--- src/rtc_pin_pkg.sv ---
// Constants, states and carriers for the real-time clock pin control logic.
// Assumes a 10 MHz system clock; all times are converted to cycle counts here.
package rtc_pin_pkg;

  // ****************************************
  // Timing
  // ****************************************
  localparam int unsigned CLK_HZ = 10000000;
  localparam int unsigned DEBOUNCE_MS = 250;
  localparam int unsigned RESET_ACTIVE_MS = 250;
  localparam int unsigned OSC_STOP_MS = 100;
  localparam int unsigned RECOVERY_MS = 125;
  localparam int unsigned DEBOUNCE_CYC = DEBOUNCE_MS * (CLK_HZ / 1000);
  localparam int unsigned RESET_ACTIVE_CYC = RESET_ACTIVE_MS * (CLK_HZ / 1000);
  localparam int unsigned OSC_STOP_CYC = OSC_STOP_MS * (CLK_HZ / 1000);
  localparam int unsigned RECOVERY_CYC = RECOVERY_MS * (CLK_HZ / 1000);

  // ****************************************
  // Serial frame layout
  // ****************************************
  localparam int unsigned BYTE_BITS = 8;
  localparam logic [2:0] BIT_CNT_RESET = 3'h7;
  localparam logic [7:0] WRITE_FLAG_MASK = 8'h80;

  // ****************************************
  // Reset values of control bits
  // ****************************************
  localparam logic INTERRUPT_SELECT_RESET = 1'h1;
  localparam logic ALARM_ENABLE_RESET = 1'h0;

  typedef enum logic [2:0] {
    PB_IDLE,
    PB_DEBOUNCE,
    PB_WAIT_RELEASE,
    PB_HOLD,
    PB_RECOVER
  } reset_state_t;

  typedef enum logic [1:0] {
    SER_ADDR,
    SER_WRITE,
    SER_READ
  } serial_phase_t;

  // Register access request handed to the register file
  typedef struct packed {
    logic write_valid;
    logic [7:0] address;
    logic [7:0] data;
  } reg_write_t;

  typedef struct packed {
    logic slow_clock_out_enable;
    logic slow_clock_backup_enable;
    logic interrupt_select;
    logic rate_select_high;
    logic rate_select_low;
    logic oscillator_disable;
  } control_bits_t;

endpackage : rtc_pin_pkg

--- src/rtc_pin_control_logic.sv ---
// Pin control logic of a serial real-time clock: serial port, slow clock gate,
// interrupt/square pin, open-drain reset with pushbutton, oscillator-stop flag.
// Assumes register contents, alarm matching and square-wave sources live outside.
`timescale 1ns/100ps

// Contract
// - Serial port takes part only while select is low.
// - Slow clock output low when either slow clock enable bit is zero.
// - Interrupt select zero drives the chosen square wave on the shared pin.
// - Interrupt select one pulls shared pin low on an enabled alarm match.
// - At power-up interrupt select is one and both alarms are disabled.
// - Reset pin is driven low while power-fail is indicated.
// - After power returns, reset pin stays low for the recovery delay, then the reset-active interval.
// - With oscillator disabled the recovery delay is skipped.
// - With oscillator disabled the reset-active interval is bypassed too.
// - Reset pin is also sampled as a debounced pushbutton input.
// - Oscillator-stopped flag sets after the oscillator stays stopped long enough.
// - Serial clock level at select fall sets the idle polarity.
// - Address byte then write data arrive through the serial data input.
// - Serial data output is driven only during the read phase.
// - Pushbutton: falling edge, debounce low, wait release, hold reset low.
// - Below power-fail and backup, serial register access is blocked.
module rtc_pin_control_logic
  import rtc_pin_pkg::*;
#(
  parameter int unsigned DEBOUNCE_CYCLES = DEBOUNCE_CYC,
  parameter int unsigned RESET_ACTIVE_CYCLES = RESET_ACTIVE_CYC,
  parameter int unsigned OSC_STOP_CYCLES = OSC_STOP_CYC,
  parameter int unsigned RECOVERY_CYCLES = RECOVERY_CYC
) (
  input wire logic clock_i,
  input wire logic rst_n_i,
  input wire logic clock_enable_i,
  input wire logic select_n_i,
  input wire logic serial_clock_i,
  input wire logic serial_data_i,
  output logic serial_data_o,
  output logic serial_data_oe_o,
  output reg_write_t reg_write_o,
  output logic [7:0] read_address_o,
  input wire logic [7:0] read_data_i,
  input wire control_bits_t control_i,
  input wire logic [1:0] alarm_enable_i,
  input wire logic [1:0] alarm_match_i,
  input wire logic [3:0] square_waves_i,
  input wire logic slow_clock_i,
  input wire logic power_fail_i,
  input wire logic below_backup_i,
  input wire logic oscillator_running_i,
  input wire logic osc_flag_clear_i,
  input wire logic reset_pin_i,
  output logic reset_pin_oe_o,
  output logic irq_or_square_pin_oe_o,
  output logic slow_clock_o,
  output logic oscillator_stopped_flag_o,
  output logic interrupt_select_o,
  output logic [1:0] alarm_enable_o
);

  // ****************************************
  // Reset release and input synchronisers
  // ****************************************
  logic [1:0] rst_sync;
  logic rst_n;
  always_ff @(posedge clock_i or negedge rst_n_i) begin
    if (!rst_n_i) begin
      rst_sync <= 2'h0;
    end else begin
      rst_sync <= {rst_sync[0], 1'h1};
    end
  end
  assign rst_n = rst_sync[1];

  // Pins from outside the clock domain pass two flops before use
  logic [5:0] pin_meta;
  logic [5:0] pin_sync;
  always_ff @(posedge clock_i or negedge rst_n) begin
    if (!rst_n) begin
      pin_meta <= 6'h3f;
      pin_sync <= 6'h3f;
    end else if (clock_enable_i) begin
      pin_meta <= {select_n_i, serial_clock_i, serial_data_i, reset_pin_i,
                   slow_clock_i, oscillator_running_i};
      pin_sync <= pin_meta;
    end
  end
  logic sel_n;
  logic sck;
  logic sdi;
  logic rst_pin;
  logic osc_run;
  assign sel_n = pin_sync[5];
  assign sck = pin_sync[4];
  assign sdi = pin_sync[3];
  assign rst_pin = pin_sync[2];
  assign osc_run = pin_sync[0];

  logic sel_n_d;
  logic sck_d;
  logic rst_pin_d;
  always_ff @(posedge clock_i or negedge rst_n) begin
    if (!rst_n) begin
      sel_n_d <= 1'h1;
      sck_d <= 1'h1;
      rst_pin_d <= 1'h1;
    end else if (clock_enable_i) begin
      sel_n_d <= sel_n;
      sck_d <= sck;
      rst_pin_d <= rst_pin;
    end
  end

  // ****************************************
  // Serial port
  // ****************************************
  logic idle_pol;
  logic sck_rise;
  logic sck_fall;
  logic lead_edge;
  logic trail_edge;
  logic sel_start;
  logic access_ok;
  assign sck_rise = sck & ~sck_d;
  assign sck_fall = ~sck & sck_d;
  assign sel_start = ~sel_n & sel_n_d;
  // Modes 1 and 3: shift out on the leading edge, sample on the trailing one
  assign lead_edge = idle_pol ? sck_fall : sck_rise;
  assign trail_edge = idle_pol ? sck_rise : sck_fall;
  assign access_ok = ~(power_fail_i & below_backup_i);

  always_ff @(posedge clock_i or negedge rst_n) begin
    if (!rst_n) begin
      idle_pol <= 1'h0;
    end else if (clock_enable_i && sel_start) begin
      idle_pol <= sck;
    end
  end

  serial_phase_t phase;
  logic [2:0] bit_cnt;
  logic [7:0] shift_in;
  logic [7:0] shift_out;
  logic [7:0] address;
  logic [7:0] next_shift_in;
  assign next_shift_in = {shift_in[6:0], sdi};

  always_ff @(posedge clock_i or negedge rst_n) begin
    if (!rst_n) begin
      phase <= SER_ADDR;
      bit_cnt <= BIT_CNT_RESET;
      shift_in <= 8'h00;
      address <= 8'h00;
      reg_write_o <= '0;
    end else if (clock_enable_i) begin
      reg_write_o.write_valid <= 1'h0;
      if (sel_n || sel_start) begin
        phase <= SER_ADDR;
        bit_cnt <= BIT_CNT_RESET;
      end else if (trail_edge) begin
        shift_in <= next_shift_in;
        bit_cnt <= bit_cnt - 3'h1;
        if (bit_cnt == 3'h0) begin
          if (phase == SER_ADDR) begin
            address <= next_shift_in;
            phase <= (next_shift_in & WRITE_FLAG_MASK) != 8'h00 ? SER_WRITE : SER_READ;
          end else begin
            // Multibyte access steps to the next address; the register side wraps
            address <= address + 8'h01;
            if (phase == SER_WRITE && access_ok) begin
              reg_write_o.write_valid <= 1'h1;
              reg_write_o.address <= address;
              reg_write_o.data <= next_shift_in;
            end
          end
        end
      end
    end
  end

  // Read data is loaded when a byte of the read phase starts
  logic read_load;
  assign read_load = (phase == SER_READ) && lead_edge && (bit_cnt == BIT_CNT_RESET);
  always_ff @(posedge clock_i or negedge rst_n) begin
    if (!rst_n) begin
      shift_out <= 8'h00;
      serial_data_o <= 1'h0;
      serial_data_oe_o <= 1'h0;
      read_address_o <= 8'h00;
    end else if (clock_enable_i) begin
      read_address_o <= address;
      serial_data_oe_o <= ~sel_n & (phase == SER_READ);
      if (sel_n) begin
        serial_data_o <= 1'h0;
      end else if (read_load) begin
        shift_out <= {(access_ok ? read_data_i[6:0] : 7'h00), 1'h0};
        serial_data_o <= access_ok ? read_data_i[7] : 1'h0;
      end else if (phase == SER_READ && lead_edge) begin
        shift_out <= {shift_out[6:0], 1'h0};
        serial_data_o <= shift_out[7];
      end
    end
  end

  // ****************************************
  // Control defaults, slow clock and shared pin
  // ****************************************
  always_ff @(posedge clock_i or negedge rst_n) begin
    if (!rst_n) begin
      interrupt_select_o <= INTERRUPT_SELECT_RESET;
      alarm_enable_o <= {2{ALARM_ENABLE_RESET}};
      slow_clock_o <= 1'h0;
      irq_or_square_pin_oe_o <= 1'h0;
    end else if (clock_enable_i) begin
      interrupt_select_o <= control_i.interrupt_select;
      alarm_enable_o <= alarm_enable_i;
      slow_clock_o <= pin_sync[1] & control_i.slow_clock_out_enable
                      & control_i.slow_clock_backup_enable;
      if (!control_i.interrupt_select) begin
        // Open drain: low half of the square wave is driven, high is released
        irq_or_square_pin_oe_o <= ~square_waves_i[{control_i.rate_select_high,
                                                   control_i.rate_select_low}];
      end else begin
        irq_or_square_pin_oe_o <= |(alarm_match_i & alarm_enable_i);
      end
    end
  end

  // ****************************************
  // Reset pin, pushbutton and recovery
  // ****************************************
  reset_state_t rst_state;
  logic [31:0] rst_timer;
  always_ff @(posedge clock_i or negedge rst_n) begin
    if (!rst_n) begin
      rst_state <= PB_IDLE;
      rst_timer <= 32'h0;
      reset_pin_oe_o <= 1'h0;
    end else if (clock_enable_i) begin
      if (power_fail_i) begin
        rst_state <= PB_RECOVER;
        rst_timer <= 32'h0;
        reset_pin_oe_o <= 1'h1;
      end else begin
        case (rst_state)
          PB_IDLE: begin
            reset_pin_oe_o <= 1'h0;
            if (!rst_pin && rst_pin_d) begin
              rst_state <= PB_DEBOUNCE;
              rst_timer <= 32'h0;
              reset_pin_oe_o <= 1'h1;
            end
          end
          PB_DEBOUNCE: begin
            rst_timer <= rst_timer + 32'h1;
            if (rst_timer >= DEBOUNCE_CYCLES - 1) begin
              rst_state <= PB_WAIT_RELEASE;
              reset_pin_oe_o <= 1'h0;
            end
          end
          PB_WAIT_RELEASE: begin
            // Our own drive has just dropped; the pin level is read two flops later
            if (rst_pin && rst_pin_d) begin
              rst_state <= PB_HOLD;
              rst_timer <= 32'h0;
              reset_pin_oe_o <= 1'h1;
            end
          end
          PB_HOLD: begin
            rst_timer <= rst_timer + 32'h1;
            if (control_i.oscillator_disable || rst_timer >= RESET_ACTIVE_CYCLES - 1) begin
              rst_state <= PB_IDLE;
              reset_pin_oe_o <= 1'h0;
            end
          end
          PB_RECOVER: begin
            rst_timer <= rst_timer + 32'h1;
            if (control_i.oscillator_disable) begin
              rst_state <= PB_IDLE;
              reset_pin_oe_o <= 1'h0;
            end else if (rst_timer >= RECOVERY_CYCLES - 1) begin
              rst_state <= PB_HOLD;
              rst_timer <= 32'h0;
            end
          end
          default: begin
            rst_state <= PB_IDLE;
            reset_pin_oe_o <= 1'h0;
          end
        endcase
      end
    end
  end

  // ****************************************
  // Oscillator-stop detection
  // ****************************************
  logic [31:0] stop_timer;
  always_ff @(posedge clock_i or negedge rst_n) begin
    if (!rst_n) begin
      stop_timer <= 32'h0;
      oscillator_stopped_flag_o <= 1'h0;
    end else if (clock_enable_i) begin
      stop_timer <= osc_run ? 32'h0
                    : stop_timer + ((stop_timer < OSC_STOP_CYCLES) ? 32'h1 : 32'h0);
      // The set wins over a clear in the same cycle
      if (!osc_run && stop_timer >= OSC_STOP_CYCLES - 1) begin
        oscillator_stopped_flag_o <= 1'h1;
      end else if (osc_flag_clear_i) begin
        oscillator_stopped_flag_o <= 1'h0;
      end
    end
  end
endmodule : rtc_pin_control_logic

--- config.mk ---
export PLATFORM = sky130hd
export DESIGN_NAME = rtc_pin_control_logic
export DESIGN_NICKNAME = d
export VERILOG_FILES = /design/src/rtc_pin_pkg.sv /design/src/rtc_pin_control_logic.sv
export SDC_FILE = /design/constraint.sdc
export NUM_CORES = 1
export LEC_CHECK = 0
export CORE_ASPECT_RATIO = 1.2
export CORE_MARGIN = 2
export CORE_UTILIZATION = 69
export CTS_BUF_LIST = sky130_fd_sc_hd__clkbuf_16
export CTS_CLUSTER_DIAMETER = 80
export CTS_CLUSTER_SIZE = 24
export DETAILED_ROUTE_END_ITERATION = 6
export DONT_BUFFER_PORTS = 1
export GPL_ROUTABILITY_DRIVEN = 0
export GPL_TIMING_DRIVEN = 0
export PLACE_DENSITY = 0.82
export SKIP_CTS_REPAIR_TIMING = 1
export SLEW_MARGIN = 20
export SYNTH_ARGS = -nofsm -noshare
export SYNTH_HDL_FRONTEND = slang
export SYNTH_SLANG_ARGS = --single-unit
--- constraint.sdc ---
create_clock -name clock_i -period 9 [get_ports clock_i]
set_clock_uncertainty 0.05 [all_clocks]
set_input_delay 1.35 -clock clock_i [delete_from_list [all_inputs] [get_ports clock_i]]
set_output_delay 1.35 -clock clock_i [all_outputs]
set_load 0.01 [all_outputs]
==> summary.md <==
| Metric | Value |
|---|---|
| Xor and xnor area share after synthesis | 0.0596 |
| First-pass GRT wire length | 25300 um |
| PortBufs | 0 |
| Wire per inst | 17.3 um |
| Element type at the critical path start | register |
| Reg clk slew, reported paths | 0.06 ns |
| Via-to-Cell Ratio | 6.27 |
| CP cell instances | nor4_1, o21ai_0, a21oi_1, o2111a_1, ha_1, nand3_1, nor4_4, nor3b_2, nand4_1, xor2_1, nor2_1 |
| CTS tree | built |
| Drt pass-1 iters | 6 |
| Antenna fix cells | 0 |
| GR peak layer | met2 |
| Complex-gate fraction of the synthesized area | 0.0917 |
| Largest family of logic cells by synthesized area | simple AND/OR/NAND/NOR gates |
| Final worst-path cycle share | 0.371 |
| Final TNS setup | 0 ns |
| Slowest stage delay, CP | 0.50 ns |
| Clk sinks | 146 |
| Met2 Resource Use GR | 0.491 |
| Peak Freq | 300 MHz |
| Post-synthesis mux area share | 0.0971 |
| Rows | 40 |
| Worst Tran Pin Value | 0.755 ns |
| Met3 GRT Util | 0.0784 |
| Final Max Tran Viols | 0 |
| Vias | between 5000 and 6000 |
| Die X | slightly below 100 um |
| Final critical-path required period | between 3 and 4 ns |
| Area of the multi-input gates | roughly 3300 um2 |
| RSZ-0062 raised after global routing | no |
| Nature of the critical path endpoint | register |
| Seq. cell area | 3680 um2 |
| Share of layout cells above drive strength 1 | 0.173 |
| Simple-gate portion of the synthesized area | 0.199 |
| Post-DP HPWL | 10300 um |
| Worst Hold Class | reg2reg |
| Max-slew headroom | 0.496 |
| CP required | a little over 9 ns |
| Worst Path Buf+Inv | 0 |
| Avg Cell Area, Syn | 10.3 um2 |
| Largest net degree at the start of global routing | 58 |
| Final hold vios | 0 |
| Flops & latches, synth | 146 |
| TritonCTS buffer count | 17 |
| Fin nets | between 700 and 800 |
| H-Tree Depth | 4 |
| Total grt overflow | 0 |
| Post-layout util | 0.787 |
| Critical path data arrival time | between 3 and 4 ns |
| Setup violations, final | 0 |
| Root buf cell | clkbuf_16 |
| Die area | ~11000 um2 |
| Hold slack | 0.310 ns |
| Warning count from the yosys run | 0 |
| Vias in the first global route | 5322 |
| CP Max Fanout | 7 |
| Status | finished clean |
| CP Class | reg2reg |
| Setup ws final | 5.66 ns |
| Initial antenna violation count | 0 |
| Met1 usage | 0.349 |
| Core footprint | 10100 um2 |
| Pre-CTS WS | 5.63 ns |
| # IOs | 68 |
| FFs w/ async S/R, synth | 1.00 |
| Synthesis-to-finish area growth | 10.5% |
| Starting Density | 0.712 |
| Post-synthesis cell count | 698 |
| Post-DRT Antenna Nets | 0 |
| Crit-path slowest cell | nor4_1 |
| GRT Total Usage | 0.282 |
| Pleak | 0.00345 uW |
| Post-Syn Nets | 739 |
| Clock latency at the later pin of the worst-skew pair | approximately 0.42 ns |
| Adder-Cell Fraction of Synth Area | 0.0122 |
| CP top delay family | simple AND/OR/NAND/NOR gates |
| Residual DRC | 0 |
| Post-Syn Area | 7200 um2 |
| Routed wire length | 14800 um |
| Post-synth EDFFs | 0 |
| Drt initial violations | 242 |
| Pwr dens | 206 nW/um2 |
| Peak supply drop | 125 uV |
| Maxcap violations | 0 |
| Main synth FF type | dfrtp_1 |
| Max Root-Sink Buffers | 2 |
| Seq/Total Area, Yosys | 0.511 |
| Die H | 116 um |
| Library cells used by synthesis | 67 |
| Fillers | 645 |
## final cells by class
type / count / share of cell area
Sequential cell: 146 / 0.462
Tap cell: 126 / 0.0198
Buffer: 30 / 0.0176
Clock inverter: 15 / 0.0157
Multi-Input combinational cell: 503 / 0.416
Clock buffer: 17 / 0.0534
Timing Repair Buffer: 2 / 0.00597
Inverter: 19 / 0.00896
## cells in the mapped netlist, types with 5 or more instances
| master | count | area, um2 |
|---|---|---|
| dfrtp_1 | 127 | 3180 |
| nor2_1 | 84 | 315 |
| nand2_1 | 72 | 270 |
| mux2_2 | 42 | 473 |
| xnor2_1 | 30 | 263 |
| a21oi_1 | 26 | 130 |
| nand3_1 | 26 | 130 |
| o21ai_0 | 25 | 125 |
| dfstp_2 | 19 | 499 |
| inv_1 | 19 | 71.3 |
| xor2_1 | 19 | 166 |
| nand4_1 | 18 | 113 |
| nor3_1 | 16 | 80.1 |
| clkbuf_1 | 15 | 56.3 |
| and3_1 | 10 | 62.6 |
| buf_2 | 10 | 50.1 |
| nor4_1 | 10 | 62.6 |
| a31oi_1 | 9 | 56.3 |
| and2_1 | 9 | 56.3 |
| mux2_1 | 9 | 101 |
| o22ai_1 | 9 | 56.3 |
| mux2i_1 | 8 | 80.1 |
| ha_1 | 7 | 87.6 |
| nand2b_1 | 6 | 37.5 |
| or3_1 | 6 | 37.5 |
| nor2b_1 | 5 | 31.3 |
## worst paths after layout
check / startpoint / slack (ns) / to / cells after the start
setup / recovery: stop_timer[12]$_DFFE_PN0P_ / 5.66 / stop_timer[19]$_DFFE_PN0P_ / 11
hold / removal: rst_sync[0]$_DFF_PN0_ / 0.31 / rst_sync[1]$_DFF_PN0_ / 0
setup reg to reg: stop_timer[12]$_DFFE_PN0P_ / 5.66 / stop_timer[19]$_DFFE_PN0P_ / 11
hold reg to reg: rst_sync[0]$_DFF_PN0_ / 0.31 / rst_sync[1]$_DFF_PN0_ / 0
max in group asynchronous: rst_sync[1]$_DFF_PN0_ / 7.54 / interrupt_select_o$_DFFE_PN1P_ / 2
min in group asynchronous: rst_sync[1]$_DFF_PN0_ / 0.34 / reg_write_o[12]$_DFFE_PN0P_ / 0
## placed cells by master (no fill, tap or decap), types with 4 or more instances in the layout
cell and instances:
a21oi_1 26, a31oi_1 9, and2_1 9, and3_1 10, buf_2 10, clkbuf_1 15
clkbuf_16 17, dfrtp_1 126, dfstp_2 19, ha_1 7, inv_1 19, inv_6 4
mux2_1 9, mux2_2 42, mux2i_1 8, nand2_1 72, nand2b_1 6, nand3_1 26
nand4_1 18, nor2_1 84, nor2b_1 5, nor3_1 16, nor4_1 10, o21ai_0 25
o22ai_1 9, o2bb2ai_1 4, or2_2 4, or3_1 6, xnor2_1 30, xor2_1 19
## layer usage
layer,part of all wire,up-vias
met5,0,-
met4,0.014,0
met3,0.056,26
met2,0.51,187
met1,0.42,2660
li1,-,2506
## power by group
| group | switching [uW] | total (uW) | internal, uW |
|---|---|---|---|
| Clock | 292 | 651 | 360 |
| Combinational | 134 | 228 | 94.7 |
| Sequential | 50.5 | 759 | 708 |
| Total | 476 | 1640 | 1160 |
## through the flow
stage                     area (um2)  instances  total power (uW)
after floorplan                 7200        698               936
after detailed placement        7410        826               996
after CTS                       7960        858              1650
after global routing            7960        858              1710
after global placement          7360        824               980
final                           7960        858              1640
## logic make-up after synthesis
kind of cell | after synthesis
fa+ha+maj | 7
other cells | 1
compound gates | 100
xor+xnor | 49
buf+inv | 49
mux | 61
simple gates | 285
flops | 146
## state kept, by name, indices dropped and copies added, names as in the netlist, 2 cells and up
register and cells:
pin_meta 6, alarm_enable_o 2, rst_sync 2, rst_state 3, phase 2, rst_timer 32
address 8, reg_write_o 17, read_address_o 8, bit_cnt 3, shift_out 7, shift_in 7
pin_sync 6, stop_timer 32
Power figures use the tool's default switching activity.
